**src/chg_cfg.svh**
```systemverilog
// Contract
// - System overvoltage sets a latched flag and disables the converter; flag zero after reset.
// - Latch clears by host writing zero after overvoltage ends, or by adapter unplug.
// - Latch-off and reverse boost faults latch high until the host reads status.
// - Throttle register shows seven trigger flags in bits 6 to 0.
// - Throttle register resets to zero; bits 15 to 7 always read zero.
// - Charge current spans 64 mA to 8128 mA in 64 mA steps.
// - Charge current register is zero after reset.
// - Input-good falling clears charge current unless input overvoltage caused it.
// - Battery-present falling clears charge current.
// - Overcurrent, thermal, latch-off and system overvoltage leave charge current unchanged.
// - Charge current field is bits 12 to 6, bit 6 worth 64 mA.
// - Writes setting bits 15 to 13 are invalid; bits 5 to 0 ignored.
`ifndef CHG_CFG_SVH
`define CHG_CFG_SVH
`define CHG_ADDR_CURRENT 8'h14
`define CHG_ADDR_STATUS 8'h20
`define CHG_ADDR_THROTTLE 8'h21
`define CHG_CUR_LSB 6
`define CHG_CUR_MSB 12
`define CHG_CUR_RSV_LSB 13
`define CHG_CUR_RESET 7'h00
`define CHG_ST_SYSTEM_OVERVOLTAGE 4
`define CHG_ST_LATCHOFF 2
`define CHG_ST_BOOST_OV 1
`define CHG_ST_BOOST_OC 0
`define CHG_TRIG_RESET 7'h00
`define CHG_STEP_MA 64
`endif

```
**src/chg_pkg.sv**
```systemverilog
package chg_pkg;
	// Register selected by the SMBus command code
	typedef enum logic [1:0] {
		CHG_SEL_NONE = 2'b00,
		CHG_SEL_CURRENT = 2'b01,
		CHG_SEL_STATUS = 2'b10,
		CHG_SEL_THROTTLE = 2'b11
	} chg_sel_t;
endpackage

```
**src/chg_regs.sv**
```systemverilog
`timescale 1ns/1ps
`default_nettype none
`include "chg_cfg.svh"
module chg_regs #(
	parameter int CUR_W = 7
) (
	input wire logic clk,
	input wire logic rst,
	input wire logic [7:0] cmd_code,
	input wire logic wr_stb,
	input wire logic [15:0] wr_data,
	input wire logic rd_stb,
	output logic [15:0] rd_data_q,
	output logic rd_valid_q,
	input wire logic system_overvoltage,
	input wire logic adapter_present,
	input wire logic latchoff_fault,
	input wire logic reverse_boost_overvolt_fault,
	input wire logic reverse_boost_overcurrent_fault,
	input wire logic [6:0] processor_hot_triggers,
	input wire logic input_good,
	input wire logic input_overvoltage,
	input wire logic cell_count_battery_present,
	output logic converter_disable_q,
	output logic [CUR_W-1:0] charge_current_code_q
);
	logic sys_overvolt_flag_q;
	logic sys_overvolt_flag_d;
	logic [2:0] fault_q;
	logic [2:0] fault_d;
	logic [6:0] trig_q;
	logic [CUR_W-1:0] cur_d;
	logic good_prev_q;
	logic bat_prev_q;
	chg_pkg::chg_sel_t sel;
	wire logic [2:0] fault_in;
	wire logic wr_cur;
	wire logic wr_st;
	wire logic rd_st;
	wire logic wr_valid;
	wire logic ovp_clear;
	wire logic good_fall;
	wire logic bat_fall;
	wire logic cur_clear;
	wire logic [15:0] st_word;
	wire logic [15:0] trig_word;
	wire logic [15:0] cur_word;
	wire logic [15:0] rd_mux;

	// Command decode
	assign sel = (cmd_code == `CHG_ADDR_CURRENT) ? chg_pkg::CHG_SEL_CURRENT
		: (cmd_code == `CHG_ADDR_STATUS) ? chg_pkg::CHG_SEL_STATUS
		: (cmd_code == `CHG_ADDR_THROTTLE) ? chg_pkg::CHG_SEL_THROTTLE
		: chg_pkg::CHG_SEL_NONE;
	assign wr_cur = wr_stb && (sel == chg_pkg::CHG_SEL_CURRENT);
	assign wr_st = wr_stb && (sel == chg_pkg::CHG_SEL_STATUS);
	assign rd_st = rd_stb && (sel == chg_pkg::CHG_SEL_STATUS);
	// Any reserved upper bit set voids the whole charge current write; status writes ignore it
	assign wr_valid = (wr_data[15:`CHG_CUR_RSV_LSB] == 3'h0);

	// Overvoltage latch: only a zero write after the event is gone, or unplug, clears it
	assign ovp_clear = (wr_st && !wr_data[`CHG_ST_SYSTEM_OVERVOLTAGE] && !system_overvoltage)
		|| !adapter_present;
	always_comb
	begin
		sys_overvolt_flag_d = sys_overvolt_flag_q;
		if (ovp_clear)
			sys_overvolt_flag_d = 1'b0;
		if (system_overvoltage)
			sys_overvolt_flag_d = 1'b1; // Set beats clear
	end

	// Read-cleared faults; a fault in the read cycle survives so no event is lost
	assign fault_in = {latchoff_fault, reverse_boost_overvolt_fault, reverse_boost_overcurrent_fault};
	generate
		for (genvar i = 0; i < 3; i++)
		begin : g_fault
			assign fault_d[i] = (fault_q[i] && !rd_st) || fault_in[i];
		end
	endgenerate

	// Setpoint clears on input-good loss without input overvoltage, or on battery loss, not on other faults
	assign good_fall = good_prev_q && !input_good;
	assign bat_fall = bat_prev_q && !cell_count_battery_present;
	assign cur_clear = (good_fall && !input_overvoltage) || bat_fall;
	always_comb
	begin
		cur_d = charge_current_code_q;
		if (wr_cur && wr_valid)
			cur_d = wr_data[`CHG_CUR_MSB:`CHG_CUR_LSB];
		if (cur_clear)
			cur_d = `CHG_CUR_RESET; // Removal outranks a racing write
	end

	// Read words; reserved and unmodelled bits are zero
	assign st_word = {11'h000, sys_overvolt_flag_q, 1'b0, fault_q};
	assign trig_word = {9'h000, trig_q};
	assign cur_word = {3'h0, charge_current_code_q, 6'h00};
	assign rd_mux = (sel == chg_pkg::CHG_SEL_CURRENT) ? cur_word
		: (sel == chg_pkg::CHG_SEL_STATUS) ? st_word
		: (sel == chg_pkg::CHG_SEL_THROTTLE) ? trig_word
		: 16'h0000;

	// Status and trigger state
	always_ff @(posedge clk or posedge rst)
	begin
		if (rst)
		begin
			sys_overvolt_flag_q <= 1'b0;
			fault_q <= 3'h0;
			trig_q <= `CHG_TRIG_RESET;
			converter_disable_q <= 1'b0;
		end
		else
		begin
			sys_overvolt_flag_q <= sys_overvolt_flag_d;
			fault_q <= fault_d;
			trig_q <= processor_hot_triggers;
			converter_disable_q <= sys_overvolt_flag_d;
		end
	end

	// Setpoint and edge history; history resets to 0 so power-up is no falling edge
	always_ff @(posedge clk or posedge rst)
	begin
		if (rst)
		begin
			charge_current_code_q <= `CHG_CUR_RESET;
			good_prev_q <= 1'b0;
			bat_prev_q <= 1'b0;
		end
		else
		begin
			charge_current_code_q <= cur_d;
			good_prev_q <= input_good;
			bat_prev_q <= cell_count_battery_present;
		end
	end

	// Read answer one cycle after the strobe
	always_ff @(posedge clk or posedge rst)
	begin
		if (rst)
		begin
			rd_data_q <= 16'h0000;
			rd_valid_q <= 1'b0;
		end
		else
		begin
			rd_valid_q <= rd_stb;
			if (rd_stb)
				rd_data_q <= rd_mux;
		end
	end
endmodule
`default_nettype wire

```
**config.mk**
```make
export PLATFORM = sky130hd
export DESIGN_NAME = chg_regs
export DESIGN_NICKNAME = d
export VERILOG_FILES = /design/src/chg_pkg.sv /design/src/chg_regs.sv
export VERILOG_INCLUDE_DIRS = /design/src
export SDC_FILE = /design/constraint.sdc
export NUM_CORES = 1
export LEC_CHECK = 0
export BUFFER_PORTS_ARGS = -buffer_cell sky130_fd_sc_hd__buf_4
export CORE_UTILIZATION = 40
export DETAILED_ROUTE_END_ITERATION = 8
export PLACE_DENSITY = 0.76
export REMOVE_ABC_BUFFERS = 1
export SYNTH_ARGS = -nofsm -noshare
export SYNTH_HDL_FRONTEND = slang
export SYNTH_SLANG_ARGS = --single-unit
```
**constraint.sdc**
```tcl
create_clock -name clk -period 1.3 [get_ports clk]
set_input_delay 0.195 -clock clk [delete_from_list [all_inputs] [get_ports clk]]
set_output_delay 0.195 -clock clk [all_outputs]
set_load 0.1 [all_outputs]
```
==> impl_metrics.toml <==
[outcome]
status = "finished, violations left"
failing_checks = "setup timing"

[min_path]
type_of_the_tightest_min_delay_check = "input pin to register"
worst_hold_path.num_cells = 2

[timing]
finalClockSkew_ns = 0.006601
hold_violations = 0
timing_max_transition_violations_final = 0
fin_crit_sh_pct = 104.5
rsz_0062_raised_after_global_routing = "yes"
achievable-frequency_ghz = 0.7358
holdWs_ns = 0.03985
final-setup-viol-count = 2
postLayoutSetupSlackWorst_ns = -0.05914
timing_worst_slew_pin_value_ns = 0.5020
max_transition_margin_pct = 66.53
finalCriticalPeriod_ns = 1.359

[global_routing]
grt_util_all_layers_pct = 20.85
grt_pass1_vias = 1144
overflow = 0
grt_first_pass_wirelength_um = 5257
antenna_found_initial = 0
grt_start_max_net_pins = 35

[flow_run]
maxCapViolCount = 0

[synthesis]
synth_area_sq_mm = 0.001360
number_of_enable_flip_flop_cells_after_synthesis = 0
ys_seq_area_share_pct = 62.56
ys_types = 22
yosys.area.top_type = "dfrtp_1"
yosys_register_bits = 34
netlist_top_cells_count = "dfrtp_1, nand3_1, a22o_1"
synthFlopType = "dfrtp_1"
synth.avg_cell_area_sq_um = 13.33
synth_most_common_cell = "dfrtp_1"
synth_area_leaders = "dfrtp_1, a22o_1, mux2i_1"
post_synth_inst_count = 102
synth-warning-count = 0
ys_async_sr_fraction_pct = 100.0
netlist.area_leader.share_pct = 62.56

[cts]
sinks_on_the_clock_net = 34
htreeDepth = 2
clock_insertion_delay_worst_skew_ns = 0.33
clkTransAtPathRegs_ns = 0.10
number_of_buffers_created_by_cts = 5
cts_tree = "yes"
clock_path_buffers = 2
ctsRootBufferMaster = "clkbuf_4"

[worst_setup_path]
path_class = "input pin to register"
r2r_cells = 3
start_kind = "input pin"
cp_max_fo = 5
critical_path_arrival_ns = 1.59
worst-endpoint-required_ns = 1.53
critPathCaptureType = "register"

[cells_and_area]
fin_nets = 227
n_antenna_cell = 0
layout-drive-gt1-share_pct = 46.20
layout_stage_area_growth_over_the_synthesis_result_pct = 52.62
instances_no_fill = 228
fillerInstances = 245

[floorplanning]
chipHeight_um = 60.31
design.die.area_sq_mm = 0.003637
fp.coreArea_sq_mm = 0.003128
pin_count = 68
chipWidth_um = 60.31
start_util_pct = 43.48
core.rowCount = 20

[detailed_routing]
via_count = 1159
routed_vias_inst = 5.083
drt_first_pass_iters = 3
drt-wirelength-per-cell_um = 14.86
drt_iter0_drc = 30
wirelength_um = 3389
remaining_drc_errors = 0
antenna_left = 0

[place]
place.detailed.instances = 210
port_buffers = 59
place_congestion = 0.7038
dp.final_hpwl_um = 2449

[pwr]
p_leak_uw = 0.001011
powerDensity_mw_per_mm2 = 915.4
vdd_ir_drop_max_mv = 0.6524
power by group:
group / internal, uW / leakage [uW] / switching (uW)
clock network: 204 / 0.0000254 / 329
registers: 1080 / 0.000433 / 7.15
logic: 128 / 0.000553 / 156
total: 1410 / 0.00101 / 493
area by class of cell:
| class | instances | area [sq um] | share of cell area [%] |
|---|---|---|---|
| multi-input cells | 59 | 469.2 | 22.60 |
| inverters | 3 | 11.26 | 0.5425 |
| well taps | 44 | 55.05 | 2.652 |
| clock buffers | 7 | 45.04 | 2.170 |
| flip-flops and latches | 34 | 850.8 | 40.99 |
| repair buffers | 81 | 644.4 | 31.04 |
flip-flops by register name, summed over array words and instances, names as in the netlist:
| name | cells |
|---|---|
| good_prev_q | 1 |
| bat_prev_q | 1 |
| rd_data_q | 13 |
| charge_current_code_q | 7 |
| rd_valid_q | 1 |
| trig_q | 7 |
| fault_q | 3 |
| sys_overvolt_flag_q | 1 |
cell families (layout without fill, tap and decap cells):
kind of cell / count (synthesis) / after routing / synth area share [%]
flip-flops: 34 / 34 / 62.56
AO/OA/AOI/OAI: 17 / 17 / 11.13
multiplexers: 7 / 7 / 5.152
buffers and inverters: 11 / 91 / 4.415
other: 1 / 3 / 0.2757
AND/OR/NAND/NOR: 32 / 32 / 16.47
placed cells by master (no fill, tap or decap), drive strengths merged:
cell type | netlist | final
or4 | 3 | 3
nor2b | 5 | 5
inv | 3 | 3
or3b | 2 | 2
a31o | 1 | 1
nand2b | 2 | 2
a221o | 5 | 5
or3 | 1 | 1
mux2i | 7 | 7
dfrtp | 34 | 34
nand3 | 14 | 14
dlygate4sd3 | 0 | 10
nor4 | 4 | 4
a22o | 8 | 8
clkbuf | 4 | 7
buf | 4 | 71
nand3b | 1 | 1
conb | 1 | 3
a21o | 3 | 3
path summary, 6_finish.rpt:
kind / start / endpoint / slack, ns
worst max-delay path: cmd_code[3] / sys_overvolt_flag_q / -0.06
worst min-delay path: reverse_boost_overcurrent_fault / fault_q[0] / 0.04
worst max register to register: bat_prev_q / charge_current_code_q[1] / 0.17
worst min register to register: trig_q[3] / rd_data_q[3] / 0.47
max in group asynchronous: rst / trig_q[3] / 0.49
min in group asynchronous: rst / trig_q[2] / 0.51
per-layer routing:
| layer | up-vias | track usage (%) | wire length, um |
|---|---|---|---|
| met3 | 11 | 4.762 | 175 |
| li1 | 540 | - | - |
| met5 | - | 0 | 0 |
| met1 | 572 | 23.99 | 1258 |
| met4 | 0 | 12.29 | 109 |
| met2 | 36 | 35.32 | 1845 |
metrics by stage:
step | total power (uW) | setup slack, ns | area, sq um | util (%) | TNS, ns
floorplan | 1228 | -0.3172 | 1319 | - | -5.111
global placement | 1354 | -0.4327 | 1899 | 60.72 | -6.808
detailed placement | 1362 | -0.4489 | 1899 | 60.72 | -7.305
CTS | 1919 | -0.05191 | 2063 | 65.96 | -0.09360
global route | 1974 | -0.08228 | 2076 | 66.36 | -0.2663
finish | 1900 | -0.05914 | 2076 | 66.36 | -0.06246
critical path, cell delays in order:
cell and delay [ns]:
buf_6 0.09, or4_4 0.58, or4_1 0.48, a31o_2 0.25
repair_timing:
item	4_1_cts	5_1_grt
hold endpoints to repair	43	0
gates resized for setup	3	3
pin swaps	5	1
setup endpoints to repair	11	13
setup buffers	1	0
hold buffers	10	0
(Power assumes the default switching activity.)
